## src/pkg/boot_cfg_pkg.sv

```systemverilog
// Package with register map, field layout, strap vector type and timing constants for the boot configuration block.
`default_nettype none
package boot_cfg_pkg;

	// Register byte offsets on the AXI4-Lite slave.
	localparam logic [7:0] switch_status_off      = 8'h00;
	localparam logic [7:0] switch_control_off     = 8'h04;
	localparam logic [7:0] upstream_link_sts_off  = 8'h08;
	localparam logic [7:0] port_b_link_sts_off    = 8'h0c;
	localparam logic [7:0] port_c_link_sts_off    = 8'h10;
	localparam logic [7:0] clock_config_off       = 8'h14;
	localparam logic [7:0] eeprom_load_off        = 8'h18;

	// Switch control field positions.
	localparam int lane_reverse_a_bit = 0;
	localparam int lane_reverse_b_bit = 1;
	localparam int lane_reverse_c_bit = 2;
	localparam int hold_in_reset_bit  = 3;

	// Slot clock configuration bit in each link status register.
	localparam int slot_clk_bit = 12;

	// Switch status field positions (one per strap, mode in a nibble).
	localparam int sts_refclk_bit  = 0;
	localparam int sts_ccus_bit    = 1;
	localparam int sts_ccds_bit    = 2;
	localparam int sts_slow_bit    = 3;
	localparam int sts_lrev_a_bit  = 4;
	localparam int sts_lrev_b_bit  = 5;
	localparam int sts_lrev_c_bit  = 6;
	localparam int sts_hold_bit    = 7;
	localparam int sts_mode_lsb    = 8;
	localparam int sts_cold_bit    = 12;
	localparam int sts_halted_bit  = 13;

	// Clock config register fields.
	localparam int clk_ssc_allowed_bit = 0;
	localparam int clk_ref_mhz_lsb     = 8;
	localparam int clk_core_mhz_lsb    = 16;

	// Clock figures in MHz and kHz.
	localparam logic [7:0]  refclk_low_mhz   = 8'd100;
	localparam logic [7:0]  refclk_high_mhz  = 8'd125;
	localparam logic [11:0] lane_clk_mhz     = 12'd2500;
	localparam logic [7:0]  core_clk_mhz     = 8'd250;
	localparam int          lanes_per_gen    = 4;
	localparam int          smbus_slow_khz   = 100;
	localparam int          smbus_fast_khz   = 400;
	localparam int          aclk_khz         = 125000;
	// Half-periods of the SCL enable divider, derived from the rates.
	localparam logic [9:0]  smbus_slow_div   = 10'(aclk_khz / (2 * smbus_slow_khz));
	localparam logic [9:0]  smbus_fast_div   = 10'(aclk_khz / (2 * smbus_fast_khz));

	// Switch mode codes.
	typedef enum logic [3:0] {
		mode_nt          = 4'h2,
		mode_nt_eeprom   = 4'h3,
		mode_failover    = 4'h4,
		mode_failover_ee = 4'h5
	} switch_op_mode_t;

	// Boot configuration vector carried as one packed struct.
	typedef struct packed {
		logic       refclk_freq_select;
		logic       common_clk_upstream;
		logic       common_clk_downstream;
		logic       master_smbus_slow_strap;
		logic       port_a_lane_reverse;
		logic       port_b_lane_reverse;
		logic       port_c_lane_reverse;
		logic       hold_in_reset;
		logic [3:0] switch_op_mode;
	} boot_vec_t;

	localparam boot_vec_t boot_vec_reset = '0;

	// Override request from EEPROM or slave SMBus.
	typedef struct packed {
		logic       valid;
		logic       common_clk_upstream;
		logic       common_clk_downstream;
		logic       port_a_lane_reverse;
		logic       port_b_lane_reverse;
		logic       port_c_lane_reverse;
		logic       hold_in_reset;
	} strap_override_t;

endpackage
`default_nettype wire

```

## src/hw/boot_config_vector_capture.sv

```systemverilog
// Boot configuration vector capture, override, register file and held-reset control.
//
// The register offsets and the AXI4-Lite register port were chosen for this implementation.
`timescale 1ns/10ps
`default_nettype none

module boot_config_vector_capture
	import boot_cfg_pkg::*;
(
	// Clock and bus reset.
	input  wire logic             aclk,
	input  wire logic             aresetn,
	// Reset source and power-on indication.
	input  wire logic             fundamental_reset_n,
	input  wire logic             power_on_pending,
	// Board straps.
	input  wire boot_vec_t        strap_in,
	// Override from EEPROM or slave SMBus during fundamental reset.
	input  wire strap_override_t  strap_override,
	// EEPROM register load port.
	input  wire logic             eeprom_wr_valid,
	input  wire logic [7:0]       eeprom_wr_addr,
	input  wire logic [31:0]      eeprom_wr_data,
	// AXI4-Lite write address channel.
	input  wire logic [7:0]       s_axi_awaddr,
	input  wire logic             s_axi_awvalid,
	output logic                  s_axi_awready,
	// AXI4-Lite write data channel.
	input  wire logic [31:0]      s_axi_wdata,
	input  wire logic [3:0]       s_axi_wstrb,
	input  wire logic             s_axi_wvalid,
	output logic                  s_axi_wready,
	// AXI4-Lite write response channel.
	output logic [1:0]            s_axi_bresp,
	output logic                  s_axi_bvalid,
	input  wire logic             s_axi_bready,
	// AXI4-Lite read address channel.
	input  wire logic [7:0]       s_axi_araddr,
	input  wire logic             s_axi_arvalid,
	output logic                  s_axi_arready,
	// AXI4-Lite read data channel.
	output logic [31:0]           s_axi_rdata,
	output logic [1:0]            s_axi_rresp,
	output logic                  s_axi_rvalid,
	input  wire logic             s_axi_rready,
	// Applied configuration to the switch.
	output logic [2:0]            lane_reverse_out,
	output logic                  switch_held_in_reset,
	output logic [3:0]            switch_mode_out,
	output logic                  smbus_clk_enable,
	output logic                  slot_clk_upstream,
	output logic [1:0]            slot_clk_downstream
);

	localparam logic [1:0] resp_okay   = 2'b00;
	localparam logic [1:0] resp_slverr = 2'b10;

	////////////////////////////////////////////////////////////////////////////////
	// Reset sequencing.

	// Fundamental reset state as seen last cycle, used to find the release edge.
	logic      perst_n_reg;
	// Applied strap vector, held until the next fundamental reset.
	boot_vec_t applied_reg;
	// Strap values of the most recent cold reset.
	boot_vec_t cold_reg;
	// Set once a cold record exists.
	logic      cold_valid_reg;
	// Power-on seen, turns the next fundamental reset into a cold one.
	logic      cold_pending_reg;
	// Control register and link status slot clock bits.
	logic [3:0] control_reg;
	logic      slot_us_reg;
	logic [1:0] slot_ds_reg;
	// SSC permission computed from the applied clock straps.
	logic      ssc_allowed;
	logic      release_edge;

	// The release edge is the first cycle with reset high after a low cycle.
	assign release_edge = fundamental_reset_n & ~perst_n_reg;
	// Spread spectrum is only safe with common clock on both sides; the board owns the actual switch.
	assign ssc_allowed = applied_reg.common_clk_upstream & applied_reg.common_clk_downstream;

	// Track the fundamental reset level.
	always_ff @(posedge aclk) begin
		if (!aresetn) begin
			perst_n_reg <= 1'b0;
		end else begin
			perst_n_reg <= fundamental_reset_n;
		end
	end

	// Remember power-on so the next release counts as cold; a release always consumes the mark, else a warm one turns cold.
	always_ff @(posedge aclk) begin
		if (!aresetn) begin
			cold_pending_reg <= 1'b0;
		end else if (release_edge) begin
			cold_pending_reg <= 1'b0;
		end else if (power_on_pending) begin
			cold_pending_reg <= 1'b1;
		end
	end

	// Capture at the release edge; strap pins are ignored at all other times.
	always_ff @(posedge aclk) begin
		if (!aresetn) begin
			applied_reg <= boot_vec_reset;
		end else if (release_edge) begin
			applied_reg <= strap_in;
			if (strap_override.valid) begin
				// Mode, slow and refclk fields are never taken from the override.
				applied_reg.common_clk_upstream   <= strap_override.common_clk_upstream;
				applied_reg.common_clk_downstream <= strap_override.common_clk_downstream;
				applied_reg.port_a_lane_reverse   <= strap_override.port_a_lane_reverse;
				applied_reg.port_b_lane_reverse   <= strap_override.port_b_lane_reverse;
				applied_reg.port_c_lane_reverse   <= strap_override.port_c_lane_reverse;
				applied_reg.hold_in_reset         <= strap_override.hold_in_reset;
			end
		end
	end

	// The cold record takes the raw straps, not the overridden ones.
	always_ff @(posedge aclk) begin
		if (!aresetn) begin
			cold_reg       <= boot_vec_reset;
			cold_valid_reg <= 1'b0;
		end else if (release_edge && (cold_pending_reg || power_on_pending)) begin
			cold_reg       <= strap_in;
			cold_valid_reg <= 1'b1;
		end
	end

	////////////////////////////////////////////////////////////////////////////////
	// AXI4-Lite slave.

	logic        aw_held_reg;
	logic [7:0]  aw_addr_reg;
	logic        w_held_reg;
	logic [31:0] w_data_reg;
	logic [3:0]  w_strb_reg;
	logic        do_write;

	// Merge byte lanes into an old word.
	function automatic logic [31:0] merge_bytes(input logic [31:0] old_word, input logic [31:0] new_word,
	                                            input logic [3:0] strb);
		logic [31:0] result;
		result = old_word;
		for (int i = 0; i < 4; i++) begin
			if (strb[i]) begin
				result[i*8 +: 8] = new_word[i*8 +: 8];
			end
		end
		return result;
	endfunction

	// Decide whether an address maps to a register.
	function automatic logic is_mapped(input logic [7:0] addr);
		return (addr == switch_status_off) || (addr == switch_control_off) ||
		       (addr == upstream_link_sts_off) || (addr == port_b_link_sts_off) ||
		       (addr == port_c_link_sts_off) || (addr == clock_config_off) || (addr == eeprom_load_off);
	endfunction

	assign do_write = aw_held_reg && w_held_reg && !s_axi_bvalid;

	// Address and data are taken in either order and held until the write fires.
	always_ff @(posedge aclk) begin
		if (!aresetn) begin
			aw_held_reg   <= 1'b0;
			w_held_reg    <= 1'b0;
			aw_addr_reg   <= 8'h00;
			w_data_reg    <= 32'h0000_0000;
			w_strb_reg    <= 4'h0;
			s_axi_awready <= 1'b0;
			s_axi_wready  <= 1'b0;
		end else begin
			s_axi_awready <= !aw_held_reg && !s_axi_awready && s_axi_awvalid;
			s_axi_wready  <= !w_held_reg && !s_axi_wready && s_axi_wvalid;
			if (s_axi_awvalid && s_axi_awready) begin
				aw_held_reg <= 1'b1;
				aw_addr_reg <= s_axi_awaddr;
			end else if (do_write) begin
				aw_held_reg <= 1'b0;
			end
			if (s_axi_wvalid && s_axi_wready) begin
				w_held_reg <= 1'b1;
				w_data_reg <= s_axi_wdata;
				w_strb_reg <= s_axi_wstrb;
			end else if (do_write) begin
				w_held_reg <= 1'b0;
			end
		end
	end

	// Write response follows the register update.
	always_ff @(posedge aclk) begin
		if (!aresetn) begin
			s_axi_bvalid <= 1'b0;
			s_axi_bresp  <= resp_okay;
		end else if (do_write) begin
			s_axi_bvalid <= 1'b1;
			s_axi_bresp  <= is_mapped(aw_addr_reg) ? resp_okay : resp_slverr;
		end else if (s_axi_bready) begin
			s_axi_bvalid <= 1'b0;
		end
	end

	////////////////////////////////////////////////////////////////////////////////
	// Control and link status registers.

	logic [31:0] ctl_word;
	logic [31:0] ctl_merged;
	logic [31:0] us_merged;
	logic [31:0] b_merged;
	logic [31:0] c_merged;
	logic        ee_ctl;
	logic        ee_us;
	logic        ee_b;
	logic        ee_c;

	assign ctl_word   = {28'h0, control_reg};
	assign ctl_merged = merge_bytes(ctl_word, w_data_reg, w_strb_reg);
	assign us_merged  = merge_bytes(32'(slot_us_reg) << slot_clk_bit, w_data_reg, w_strb_reg);
	assign b_merged   = merge_bytes(32'(slot_ds_reg[0]) << slot_clk_bit, w_data_reg, w_strb_reg);
	assign c_merged   = merge_bytes(32'(slot_ds_reg[1]) << slot_clk_bit, w_data_reg, w_strb_reg);
	// The EEPROM loader writes full words and wins over a bus write in the same cycle.
	assign ee_ctl = eeprom_wr_valid && (eeprom_wr_addr == switch_control_off);
	assign ee_us  = eeprom_wr_valid && (eeprom_wr_addr == upstream_link_sts_off);
	assign ee_b   = eeprom_wr_valid && (eeprom_wr_addr == port_b_link_sts_off);
	assign ee_c   = eeprom_wr_valid && (eeprom_wr_addr == port_c_link_sts_off);

	// Switch control: loaded from straps at release, then software or EEPROM owns it.
	always_ff @(posedge aclk) begin
		if (!aresetn) begin
			control_reg <= 4'h0;
		end else if (release_edge) begin
			control_reg[lane_reverse_a_bit] <= release_lrev(0);
			control_reg[lane_reverse_b_bit] <= release_lrev(1);
			control_reg[lane_reverse_c_bit] <= release_lrev(2);
			control_reg[hold_in_reset_bit]  <= strap_override.valid ? strap_override.hold_in_reset
			                                                          : strap_in.hold_in_reset;
		end else if (ee_ctl) begin
			control_reg <= eeprom_wr_data[3:0];
		end else if (do_write && aw_addr_reg == switch_control_off) begin
			control_reg <= ctl_merged[3:0];
		end
	end

	// Lane-reverse value applied at release, override taking precedence.
	function automatic logic release_lrev(input int idx);
		logic [2:0] pins;
		logic [2:0] ovr;
		pins = {strap_in.port_c_lane_reverse, strap_in.port_b_lane_reverse, strap_in.port_a_lane_reverse};
		ovr  = {strap_override.port_c_lane_reverse, strap_override.port_b_lane_reverse,
		        strap_override.port_a_lane_reverse};
		return strap_override.valid ? ovr[idx] : pins[idx];
	endfunction

	// Slot clock bits start from the common-clock straps and are writable later.
	always_ff @(posedge aclk) begin
		if (!aresetn) begin
			slot_us_reg <= 1'b0;
			slot_ds_reg <= 2'b00;
		end else if (release_edge) begin
			slot_us_reg <= strap_override.valid ? strap_override.common_clk_upstream
			                                    : strap_in.common_clk_upstream;
			slot_ds_reg <= {2{strap_override.valid ? strap_override.common_clk_downstream
			                                       : strap_in.common_clk_downstream}};
		end else begin
			if (ee_us || (do_write && aw_addr_reg == upstream_link_sts_off)) begin
				slot_us_reg <= ee_us ? eeprom_wr_data[slot_clk_bit] : us_merged[slot_clk_bit];
			end
			if (ee_b || (do_write && aw_addr_reg == port_b_link_sts_off)) begin
				slot_ds_reg[0] <= ee_b ? eeprom_wr_data[slot_clk_bit] : b_merged[slot_clk_bit];
			end
			if (ee_c || (do_write && aw_addr_reg == port_c_link_sts_off)) begin
				slot_ds_reg[1] <= ee_c ? eeprom_wr_data[slot_clk_bit] : c_merged[slot_clk_bit];
			end
		end
	end

	////////////////////////////////////////////////////////////////////////////////
	// Read channel.

	logic [31:0] status_word;
	logic [31:0] clock_word;

	// Status shows the cold record, cold flag and the held state.
	always_comb begin
		status_word = 32'h0000_0000;
		status_word[sts_refclk_bit]              = cold_reg.refclk_freq_select;
		status_word[sts_ccus_bit]                = cold_reg.common_clk_upstream;
		status_word[sts_ccds_bit]                = cold_reg.common_clk_downstream;
		status_word[sts_slow_bit]                = cold_reg.master_smbus_slow_strap;
		status_word[sts_lrev_a_bit]              = cold_reg.port_a_lane_reverse;
		status_word[sts_lrev_b_bit]              = cold_reg.port_b_lane_reverse;
		status_word[sts_lrev_c_bit]              = cold_reg.port_c_lane_reverse;
		status_word[sts_hold_bit]                = cold_reg.hold_in_reset;
		status_word[sts_mode_lsb +: 4]           = cold_reg.switch_op_mode;
		status_word[sts_cold_bit]                = cold_valid_reg;
		status_word[sts_halted_bit]              = switch_held_in_reset;
	end

	// Clock register reports reference and core frequencies and SSC permission.
	always_comb begin
		clock_word = 32'h0000_0000;
		clock_word[clk_ssc_allowed_bit]  = ssc_allowed;
		clock_word[clk_ref_mhz_lsb +: 8] = applied_reg.refclk_freq_select ? refclk_high_mhz
		                                                                  : refclk_low_mhz;
		clock_word[clk_core_mhz_lsb +: 8] = core_clk_mhz;
	end

	// Reads answer one cycle after the address is taken; unmapped gives SLVERR and zero.
	always_ff @(posedge aclk) begin
		if (!aresetn) begin
			s_axi_arready <= 1'b0;
			s_axi_rvalid  <= 1'b0;
			s_axi_rdata   <= 32'h0000_0000;
			s_axi_rresp   <= resp_okay;
		end else begin
			s_axi_arready <= !s_axi_arready && !s_axi_rvalid && s_axi_arvalid;
			if (s_axi_arvalid && s_axi_arready) begin
				s_axi_rvalid <= 1'b1;
				s_axi_rresp  <= resp_okay;
				if (s_axi_araddr == switch_status_off) begin
					s_axi_rdata <= status_word;
				end else if (s_axi_araddr == switch_control_off) begin
					s_axi_rdata <= ctl_word;
				end else if (s_axi_araddr == upstream_link_sts_off) begin
					s_axi_rdata <= 32'(slot_us_reg) << slot_clk_bit;
				end else if (s_axi_araddr == port_b_link_sts_off) begin
					s_axi_rdata <= 32'(slot_ds_reg[0]) << slot_clk_bit;
				end else if (s_axi_araddr == port_c_link_sts_off) begin
					s_axi_rdata <= 32'(slot_ds_reg[1]) << slot_clk_bit;
				end else if (s_axi_araddr == clock_config_off) begin
					s_axi_rdata <= clock_word;
				end else if (s_axi_araddr == eeprom_load_off) begin
					s_axi_rdata <= 32'(applied_reg.switch_op_mode);
				end else begin
					s_axi_rdata <= 32'h0000_0000;
					s_axi_rresp <= resp_slverr;
				end
			end else if (s_axi_rready) begin
				s_axi_rvalid <= 1'b0;
			end
		end
	end

	////////////////////////////////////////////////////////////////////////////////
	// Applied outputs and SMBus rate divider.

	logic [9:0] smb_cnt_reg;
	logic [9:0] smb_div;

	// Slow strap picks the 100 kHz divider, otherwise 400 kHz.
	assign smb_div = applied_reg.master_smbus_slow_strap ? smbus_slow_div : smbus_fast_div;

	// Divider produces a one-cycle enable at twice the SMBus bit rate.
	always_ff @(posedge aclk) begin
		if (!aresetn) begin
			smb_cnt_reg      <= 10'h000;
			smbus_clk_enable <= 1'b0;
		end else if (smb_cnt_reg >= smb_div - 10'h001) begin
			smb_cnt_reg      <= 10'h000;
			smbus_clk_enable <= 1'b1;
		end else begin
			smb_cnt_reg      <= smb_cnt_reg + 10'h001;
			smbus_clk_enable <= 1'b0;
		end
	end

	// Switch held in reset while fundamental reset is low or the hold bit is set; SMBus stays alive.
	always_ff @(posedge aclk) begin
		if (!aresetn) begin
			switch_held_in_reset <= 1'b1;
			lane_reverse_out     <= 3'b000;
			switch_mode_out      <= 4'h0;
			slot_clk_upstream    <= 1'b0;
			slot_clk_downstream  <= 2'b00;
		end else begin
			switch_held_in_reset <= !fundamental_reset_n || !perst_n_reg || control_reg[hold_in_reset_bit];
			lane_reverse_out     <= control_reg[lane_reverse_c_bit:lane_reverse_a_bit];
			switch_mode_out      <= applied_reg.switch_op_mode;
			slot_clk_upstream    <= slot_us_reg;
			slot_clk_downstream  <= slot_ds_reg;
		end
	end

endmodule

`default_nettype wire

```

## config.mk

```make
export PLATFORM = sky130hd
export DESIGN_NAME = boot_config_vector_capture
export DESIGN_NICKNAME = d
export VERILOG_FILES = /design/src/pkg/boot_cfg_pkg.sv /design/src/hw/boot_config_vector_capture.sv
export SDC_FILE = /design/constraint.sdc
export NUM_CORES = 1
export LEC_CHECK = 0
export BUFFER_PORTS_ARGS = -buffer_cell sky130_fd_sc_hd__buf_2
export CAP_MARGIN = 25
export CORE_MARGIN = 2
export CORE_UTILIZATION = 51
export CTS_CLUSTER_DIAMETER = 200
export DETAILED_ROUTE_END_ITERATION = 8
export HOLD_SLACK_MARGIN = 0.12
export PLACE_DENSITY = 0.93
export SETUP_SLACK_MARGIN = 0.5
export SYNTH_ARGS = -nofsm -noshare
export SYNTH_HDL_FRONTEND = slang
export SYNTH_SLANG_ARGS = --single-unit
```

## constraint.sdc

```tcl
create_clock -name aclk -period 6.1 [get_ports aclk]
set_clock_uncertainty 0.1 [all_clocks]
set_input_delay 0.61 -clock aclk [delete_from_list [all_inputs] [get_ports aclk]]
set_output_delay 0.61 -clock aclk [all_outputs]
set_load 0.005 [all_outputs]
```

# [Yosys cells after proc, flatten, opt, wreduce, memory -nomap -nowiden]
# Index checks and enable logic that the tools add are counted.
[op_classes] addsub=2 order_cmp=1 eq_ne=16 muxes=45 n_bitwise=4 n_reduce_logical=61
[op_table] op="$mux W24" n=6
[op_table] op="$eq A8 B5 Y1 const B" n=7
[op_table] op="$eq A8 B4 Y1 const B" n=6
[op_table] op="$eq A8 B3 Y1 const B" n=3
[op_table] op="$mux W1" n=21
[op_table] op="$logic_and A1 B1 Y1" n=20
[op_table] op="$mux W2" n=10
[op_table] op="$mux W4" n=5
[op_table] op="$logic_not A8 Y1" n=2
[op_table] op="$reduce_bool A3 Y1" n=5
[op_table] op="$reduce_bool A2 Y1" n=7
[op_table] op="$logic_or A1 B1 Y1" n=12
[op_table] op="$add A10 B1 Y10 const B" n=1
[op_table] op="$ge A10 B10 Y1" n=1
[op_table] op="$mux W10" n=1
[op_table] op="$mux W5" n=2
[op_table] op="$sub A10 B1 Y10 const B" n=1
[op_table] op="$logic_not A1 Y1" n=9
[op_table] op="$reduce_and A2 Y1" n=4
[op_table] op="$reduce_or A2 Y1" n=2
[op_table] op="$and A1 B1 Y1" n=2
[op_table] op="$not A1 Y1" n=2
[word_totals] register_bits=118 output_inout_bits=53 word_cells=170

# [Depth between registers and ports, before layout]
# Gate-level depths: netlist (run 1).
[depth] depth_word=8 ltp_mapped=7 ltp_nobuf=7

# [Worst setup path after synthesis (run 1)]
# Ideal clock, no wire load.
[synth_path] path_type="input port to flip-flop" start="in eeprom_wr_addr[1]" end="reg slot_ds_reg[1]" arrival_ns=2.147 t_required_ns=5.874 slack_ns=3.727 stages=5 cell_sequence="or4_4 > or4b_4 > nor3b_2 > mux2i_1 > nor2_1"
[synth_via] elab_chain_cells=5 word_cells_on_any_way=9 cone_classes="eq/ne (1); mux (3); reduce/logical (5)"
[synth_rtl] item="from (decl)" line_no="boot_config_vector_capture.sv:22" source="input wire logic [7:0] eeprom_wr_addr,"
[synth_rtl] item="$eq A8 B5 Y1 (*)" line_no="boot_config_vector_capture.sv:229" source="assign ee_c = eeprom_wr_valid && (eeprom_wr_addr == port_c_link_sts_off);"
[synth_rtl] item="$logic_and A1 B1 Y1 (*)" line_no="boot_config_vector_capture.sv:229"
[synth_rtl] item="$mux W1 / $logic_or A1 B1 Y1 (equally long branches)" line_no="boot_config_vector_capture.sv:276, boot_config_vector_capture.sv:275"
[synth_rtl] item="$mux W1 / $reduce_bool A2 Y1 (equally long branches)"
[synth_rtl] item="$mux W2 / $reduce_and A2 Y1 (equally long branches)"
[synth_rtl] item="to (signal assigned)" line_no="boot_config_vector_capture.sv:266" source="slot_ds_reg <= {2{strap_override.valid ? strap_override.common_clk_downstream"
[synth_rtl] item="to (signal assigned)" line_no="boot_config_vector_capture.sv:276" source="slot_ds_reg[1] <= ee_c ? eeprom_wr_data[slot_clk_bit] : c_merged[slot_clk_bit];"
[synth_rtl] item="to (decl)" line_no="boot_config_vector_capture.sv:74" source="logic [1:0] slot_ds_reg;"
# Mark *: on every way between the ends. The rest lies on a longest branch, timed or not. The select of a mux whose other input is x is not followed.
# A chain may end at the register's enable or synchronous reset.

# [Worst setup path after layout (run 1)]
[layout_path] start="reg applied_reg[8] in the netlist's numbering" end="reg smb_cnt_reg[3]"
[layout_via] elab_chain_cells=4
[layout_rtl] item="from (decl)" line_no="boot_config_vector_capture.sv:64" source="boot_vec_t applied_reg;"
[layout_rtl] item="from (signal assigned)" line_no="boot_config_vector_capture.sv:107" source="applied_reg <= boot_vec_reset;"
[layout_rtl] item="from (signal assigned)" line_no="boot_config_vector_capture.sv:109" source="applied_reg <= strap_in;"
[layout_rtl] item="$mux W10" line_no="boot_config_vector_capture.sv:355" source="assign smb_div = applied_reg.master_smbus_slow_strap ? smbus_slow_div : smbus_fast_div;"
[layout_rtl] item="$sub A10 B1 Y10" line_no="boot_config_vector_capture.sv:362" source="end else if (smb_cnt_reg >= smb_div - 10'h001) begin"
[layout_rtl] item="$ge A10 B10 Y1" line_no="boot_config_vector_capture.sv:362"
[layout_rtl] item="$reduce_or A2 Y1 (no source line)"
[layout_rtl] item="to (signal assigned)" line_no="boot_config_vector_capture.sv:366" source="smb_cnt_reg <= smb_cnt_reg + 10'h001;"
[layout_rtl] item="to (decl)" line_no="boot_config_vector_capture.sv:351" source="logic [9:0] smb_cnt_reg;"
# Every way passes these cells.

==> results of run 1 <==
-- cells by family (layout without fill, tap and decap cells) --
group | count (synthesis) | count (layout) | share of synthesized area
other | 1 | 13 | 0.000918
buffers and inverters | 49 | 128 | 0.0637
AOI/OAI and AO/OA | 102 | 102 | 0.182
xor gates and xnor gates | 8 | 8 | 0.0171
and+or+nand+nor | 182 | 182 | 0.228
adders and majority gates | 8 | 8 | 0.0245
muxes | 15 | 15 | 0.0377
DFF | 91 | 91 | 0.446
-- critical path, stage by stage (launching register included) --
cell	delay (ns)
dfxtp_1	0.43
inv_1	0.13
ha_1	0.29
nand2b_1	0.14
a211o_1	0.31
a211oi_1	0.32
o211ai_1	0.37
nor2_1	0.20
-- path summary, 6_finish.rpt --
| kind | slack, ns | startpoint | cells past startpoint | endpoint |
|---|---|---|---|---|
| max | 3.71 | applied_reg[8] | 7 | smb_cnt_reg[3] |
| min | 0.34 | perst_n_reg | 1 | switch_held_in_reset |
| max reg2reg | 3.71 | applied_reg[8] | 7 | smb_cnt_reg[3] |
| min reg2reg | 0.34 | perst_n_reg | 1 | switch_held_in_reset |
-- stage by stage --
stage	power, uW	instance area, um2	setup slack, ns	instances
floorplan	722	4130	3.73	468
global placement	760	4560	3.55	633
detailed placement	767	4560	3.55	633
CTS	1170	4760	3.72	649
global route	1220	4760	3.56	649
finish	1170	4760	3.71	649
-- routing by layer --
metal	GRT usage	vias up	share of wire
met5	0	-	0
met4	0.0956	0	0.031
met3	0.0483	29	0.069
met2	0.378	170	0.48
met1	0.274	1679	0.42
li1	-	1726	-
-- final cells by class --
type                            count  share of cell area
Inverter                            6             0.00473
Sequential cell                    91               0.383
Timing Repair Buffer              106               0.113
Clock inverter                      6              0.0153
Tap cell                          102              0.0268
Clock buffer                       10              0.0268
Multi-Input combinational cell    328               0.431
-- cell usage in the layout (no fill, tap or decap), drive strengths merged, types with 3 or more instances in the layout --
master | synthesis | final
a21boi | 48 | 48
a21oi | 11 | 11
a22o | 4 | 4
and2 | 14 | 14
and3 | 5 | 5
buf | 19 | 106
clkbuf | 24 | 10
clkinvlp | 0 | 3
conb | 1 | 13
dfxtp | 91 | 91
ha | 8 | 8
inv | 6 | 8
mux2 | 3 | 3
mux2i | 12 | 12
nand2 | 78 | 78
nand2b | 7 | 7
nand3 | 27 | 27
nand3b | 4 | 4
nor2 | 22 | 22
nor3 | 6 | 6
nor3b | 3 | 3
nor4 | 4 | 4
o2111ai | 3 | 3
o21ai | 14 | 14
o2bb2ai | 8 | 8
or4 | 3 | 3
xor2 | 6 | 6
-- power groups by stage --
stage	Sequential [uW]	Clock, uW	Combinational, uW
after floorplan	643	0	79.3
after global placement	647	0	113
after detailed placement	649	0	118
after CTS	635	418	119
after global routing	639	445	133
final	636	417	120
==> impl_metrics.csv, run 1 <==
group,metric,value,unit
clocking,cts_root_buf,"clkbuf_8",
clocking,post_cts_buffers,0,
floorplanning,die-area,8750,um2
power,internal_power,865,uW
critical_path,critPathLaunchType,"flop",
global_route,grt_max_degree,80,
cells_and_area,regArea,1820,um2
power,combinationalPowerShare,0.102,
yosys,yosysUniqueCellTypes,55,
cells_and_area,post-route-util,0.616,
placed_design,hpwl,7120,um
yosys,synth_area,4090,um2
routing,dr.pass1.iters,5,
timing,slew_headroom,0.351,
clocking,clk_pin_slew_worst_paths,0.09,ns
timing,tns,0,ns
floorplanning,rows,32,
timing,fin_crit_sh,0.391,
yosys,seq_area_frac_synth,0.446,
floorplanning,fp.dieH,93.5,um
yosys,synth_edf_count,0,
clocking,tritoncts,"done",
critical_path,cp.arrival,2.57,ns
status,status,"finished, final reports clean",
yosys,ys.flop_type,"dfxtp_1",
yosys,post_synth_inst_count,456,
routing,drc,0,
clocking,numCtsBuffers,9,
yosys,synth_most_common_cell,"dfxtp_1",
floorplanning,ios,174,
power,netSwitchingFraction,0.262,
worst_hold_path,hp-class,"reg -> reg",
floorplanning,start_util,0.529,
critical_path,cp.required,6.28,ns
timing,setup_violations,0,
critical_path,critPathKind,"reg -> reg",
routing,routed_wl,9770,um
global_route,grt_pass1_wl,15300,um
cells_and_area,fin_nets,671,
yosys,syn_area_per_cell,8.96,um2
timing,finalHoldViolCount,0,
routing,wire_per_inst,15.1,um
yosys,synth_area_leaders,"dfxtp_1, nand2_1, a21boi_0",
routing,num_vias,3604,
power,power.switching,307,uW
clocking,htreeDepth,3,
routing,ant_nets,0,
cells_and_area,diodes,0,
timing,max_freq,419,MHz
yosys,synth_top_area_frac,0.446,
cells_and_area,nFillCells,641,
yosys,yosysTopAreaCell,"dfxtp_1",
power,p_seq_frac,0.543,
global_route,antenna_found_initial,0,
clocking,clock_latency,0.36,ns
timing,worstMarginPinSlew,0.967,ns
placed_design,port_buffers,104,
timing,rsz0062_at_grt,"false",
yosys,async_flop_share,0,
floorplanning,die_x,93.5,um
flow_run,max-cap-violations,0,
yosys,synth.top_cells.by_count,"dfxtp_1, nand2_1, nand3_1, a21boi_0, a21boi_1",
global_route,first_global_vias,3291,
cells_and_area,multi_input_area,2050,um2
clocking,clk_path_buf_depth,2,
clocking,cts_sinks,91,
power,p_per_area,246,nW/um2
yosys,synth_seq_cells,91,
timing,min_period,2.39,ns
routing,via_per_inst,5.55,
cells_and_area,area_delta_synth_final,16.4,%
power,power_leakage,0.00201,uW
global_route,grt.total_usage,0.224,
global_route,grt_overflow_total,0,
clocking,holdBufCountCts,0,
timing,holdWs,0.338,ns
timing,finalMaxSlewViolations,0,
critical_path,endpoint_kind,"flop",
cells_and_area,largest_reg_flops,15,
routing,drt_iter0_markers,204,
yosys,yosysWarnings,0,
clocking,cts_resized,0,
cells_and_area,drive_gt1_frac,0.241,
floorplanning,core,7730,um2
power,ir_drop,0.143,mV
placed_design,gp_congestion,0.907,
critical_path,cp_max_fo,10,
power,power_frac_clock,0.355,
Power figures use the tool's default switching activity.
==> run 2: changes to the inputs <==
--- a/config.mk
+++ b/config.mk
@@ -8,11 +8,11 @@
 export BUFFER_PORTS_ARGS = -buffer_cell sky130_fd_sc_hd__buf_2
 export CAP_MARGIN = 25
 export CORE_MARGIN = 2
-export CORE_UTILIZATION = 51
+export CORE_UTILIZATION = 43
 export CTS_CLUSTER_DIAMETER = 200
 export DETAILED_ROUTE_END_ITERATION = 8
 export HOLD_SLACK_MARGIN = 0.12
-export PLACE_DENSITY = 0.93
+export PLACE_DENSITY = 0.84
 export SETUP_SLACK_MARGIN = 0.5
 export SYNTH_ARGS = -nofsm -noshare
 export SYNTH_HDL_FRONTEND = slang
==> constraint.sdc (replaced) <==
create_clock -name aclk -period 2 [get_ports aclk]
set_clock_uncertainty 0.1 [all_clocks]
set_input_delay 0.2 -clock aclk [delete_from_list [all_inputs] [get_ports aclk]]
set_output_delay 0.2 -clock aclk [all_outputs]
set_load 0.005 [all_outputs]
==> run 2 against run 1 <==
Against the previous run:
- setup slack got worse by 3.6 ns
- sequential cell count did not move
- clock power rose to 3.0 times the previous value
- sequential power rose to 3.1 times the previous value
- largest power group unchanged
- power rose to 3.2 times the previous value
- cell count rose by 14%
- first-iteration DRC count fell by 14%
- core utilization fell by 1.1 points
==> impl_metrics.csv, run 2 (synthesized netlist as in run 1, its figures left out) <==
group,metric,value,unit
placed_design,port_buffers,104,
critical_path,path_buf_inv,4,
power,ir_drop,0.407,mV
global_route,first_global_vias,3782,
cells_and_area,final_cell_mix,"buf_2, dfxtp_1, nand2_1, dlygate4sd3_1, nand3_1",
routing,wire_per_inst,14.9,um
floorplanning,fp.dieH,101,um
cells_and_area,fin_nets,736,
routing,wl_met3,597,um
critical_path,cp.required,2.16,ns
power,netSwitchingFraction,0.265,
routing,num_vias,3804,
floorplanning,die_x,101,um
timing,worst_slack,0.0706,ns
clocking,clk_path_buf_depth,2,
power,power.switching,983,uW
critical_path,critPathKind,"reg -> reg",
floorplanning,core,9240,um2
timing,rsz0062_at_grt,"true",
timing,fin_crit_sh,0.965,
critical_path,endpoint_kind,"flop",
cells_and_area,final_common_cell,"buf_2",
critical_path,ff2ff_path_depth,9,
routing,m1WireLength,4470,um
clocking,cts_sinks,91,
placed_design,post-place-ws,-0.126,ns
cells_and_area,area_delta_synth_final,36.8,%
floorplanning,die-area,10300,um2
flow_run,max-cap-violations,0,
clocking,htreeDepth,3,
critical_path,cp_top_family,"buffers and inverters",
global_route,antenna_found_initial,0,
routing,ant_nets,0,
critical_path,r2r-end,"smb_cnt_reg[2]",
power,internal_power,2730,uW
power,power_leakage,0.00232,uW
global_route,grt_pass1_wl,17700,um
critical_path,cp_common_cell,"buf_4",
floorplanning,ios,174,
critical_path,cp.depth,9,
clocking,clk_pin_slew_worst_paths,0.09,ns
critical_path,crit_start,"applied_reg[8]",
status,status,"finished, final reports clean",
power,power_frac_clock,0.342,
cells_and_area,largest_reg_flops,15,
critical_path,ff2ff_setup_slack,0.07,ns
timing,finalMaxSlewViolations,0,
placed_design,hpwl,7730,um
timing,max_freq,518,MHz
floorplanning,start_util,0.442,
critical_path,endpoint,"smb_cnt_reg[2]",
routing,drc,0,
routing,routed_wl,11000,um
timing,worstMarginPinSlew,0.524,ns
timing,slew_headroom,0.651,
clocking,tritoncts,"done",
placed_design,gp_congestion,0.907,
clocking,cts_root_buf,"clkbuf_8",
global_route,grt_overflow_total,0,
power,p_seq_frac,0.523,
critical_path,cp_max_fo,5,
global_route,grt_max_degree,29,
routing,wl_met2,5760,um
timing,tns,0,ns
critical_path,critPathLaunchType,"flop",
timing,min_period,1.93,ns
global_route,grt.total_usage,0.218,
critical_path,crit_chain,"inv_4 > buf_4 > buf_6 > ha_4 > a21oi_2 > nand4b_1 > o211ai_1 > buf_4 > nor2_1",
power,combinationalPowerShare,0.135,
routing,dr.pass1.iters,4,
routing,via_per_inst,5.13,
cells_and_area,diodes,0,
critical_path,cp_slowest_cell,"dfxtp_4",
timing,finalHoldViolCount,0,
cells_and_area,drive_gt1_frac,0.306,
routing,drt_iter0_markers,175,
worst_hold_path,hp-class,"in -> reg",
critical_path,cpPeakStageDelay,0.38,ns
clocking,clock_latency,0.36,ns
routing,top_layer,"met4",
power,p_per_area,664,nW/um2
critical_path,cp.arrival,2.09,ns
clocking,numCtsBuffers,9,
power,finalPower,3710,uW
floorplanning,rows,35,
timing,setup_violations,0,
critical_path,worstReg2RegStart,"applied_reg[8]",
-- run 2: cell count changes in the layout (fill, tap and decap cells not counted), sizes merged --
cell         previous run  this run
clkbuf                 10         9
dlygate4sd3             0        44
buf                   106       127
clkinv                  0         1
-- run 2: power by group through the flow --
stage,Clock (uW),Sequential [uW],Combinational (uW)
after floorplan,0,1960,250
after CTS,1270,1940,476
final,1270,1940,501
after detailed placement,0,1980,385
after global routing,1340,1950,551
after global placement,0,1980,371
-- run 2: metal layers --
layer	GRT usage	vias up
met2	0.399	138
met4	0.0707	0
met5	0	-
met1	0.255	1794
met3	0.0414	17
li1	-	1855
-- run 2: tightest hold or removal path, cell delays in order --
cell and delay [ns]:
buf_2 0.09, mux2i_1 0.06, o2bb2ai_1 0.14, o2bb2ai_1 0.10
-- run 2: worst min path at each step --
stage | slack [ns] | start | cells past startpoint | to
3_5_place_dp | 0.31 | perst_n_reg | 1 | switch_held_in_reset
4_1_cts | 0.15 | eeprom_wr_addr[4] | 3 | control_reg[3]
2_1_floorplan | 0.22 | s_axi_arvalid | 2 | s_axi_arready
5_1_grt | 0.17 | eeprom_wr_addr[4] | 3 | control_reg[3]
3_3_place_gp | 0.31 | perst_n_reg | 1 | switch_held_in_reset
6_report | 0.16 | strap_override[3] | 4 | control_reg[0]
-- run 2: timing repair --
action	4_1_cts	5_1_grt
endpoints found under the hold margin	49	0
endpoints found under the setup margin	31	43
hold buffers	44	0
resized for setup	17	23
cloned	1	0
setup buffers	7	2
pin swaps	4	7
-- run 2: cell type report --
class                           count  area [um2]
Clock buffer                        9         124
Clock inverter                      7        75.1
Fill cell                         754        3650
Inverter                            6        25.0
Multi-Input combinational cell    328        2210
Sequential cell                    91        1830
Tap cell                          129         161
Timing Repair Buffer              171        1160
-- run 2: per-stage QoR --
step	hold slack, ns	cells	cell area (um2)	util
global route	0.173	741	5590	0.605
floorplan	0.218	468	4180	-
detailed placement	0.309	671	4720	0.511
global placement	0.305	671	4720	0.511
finish	0.160	741	5590	0.605
CTS	0.153	739	5490	0.594
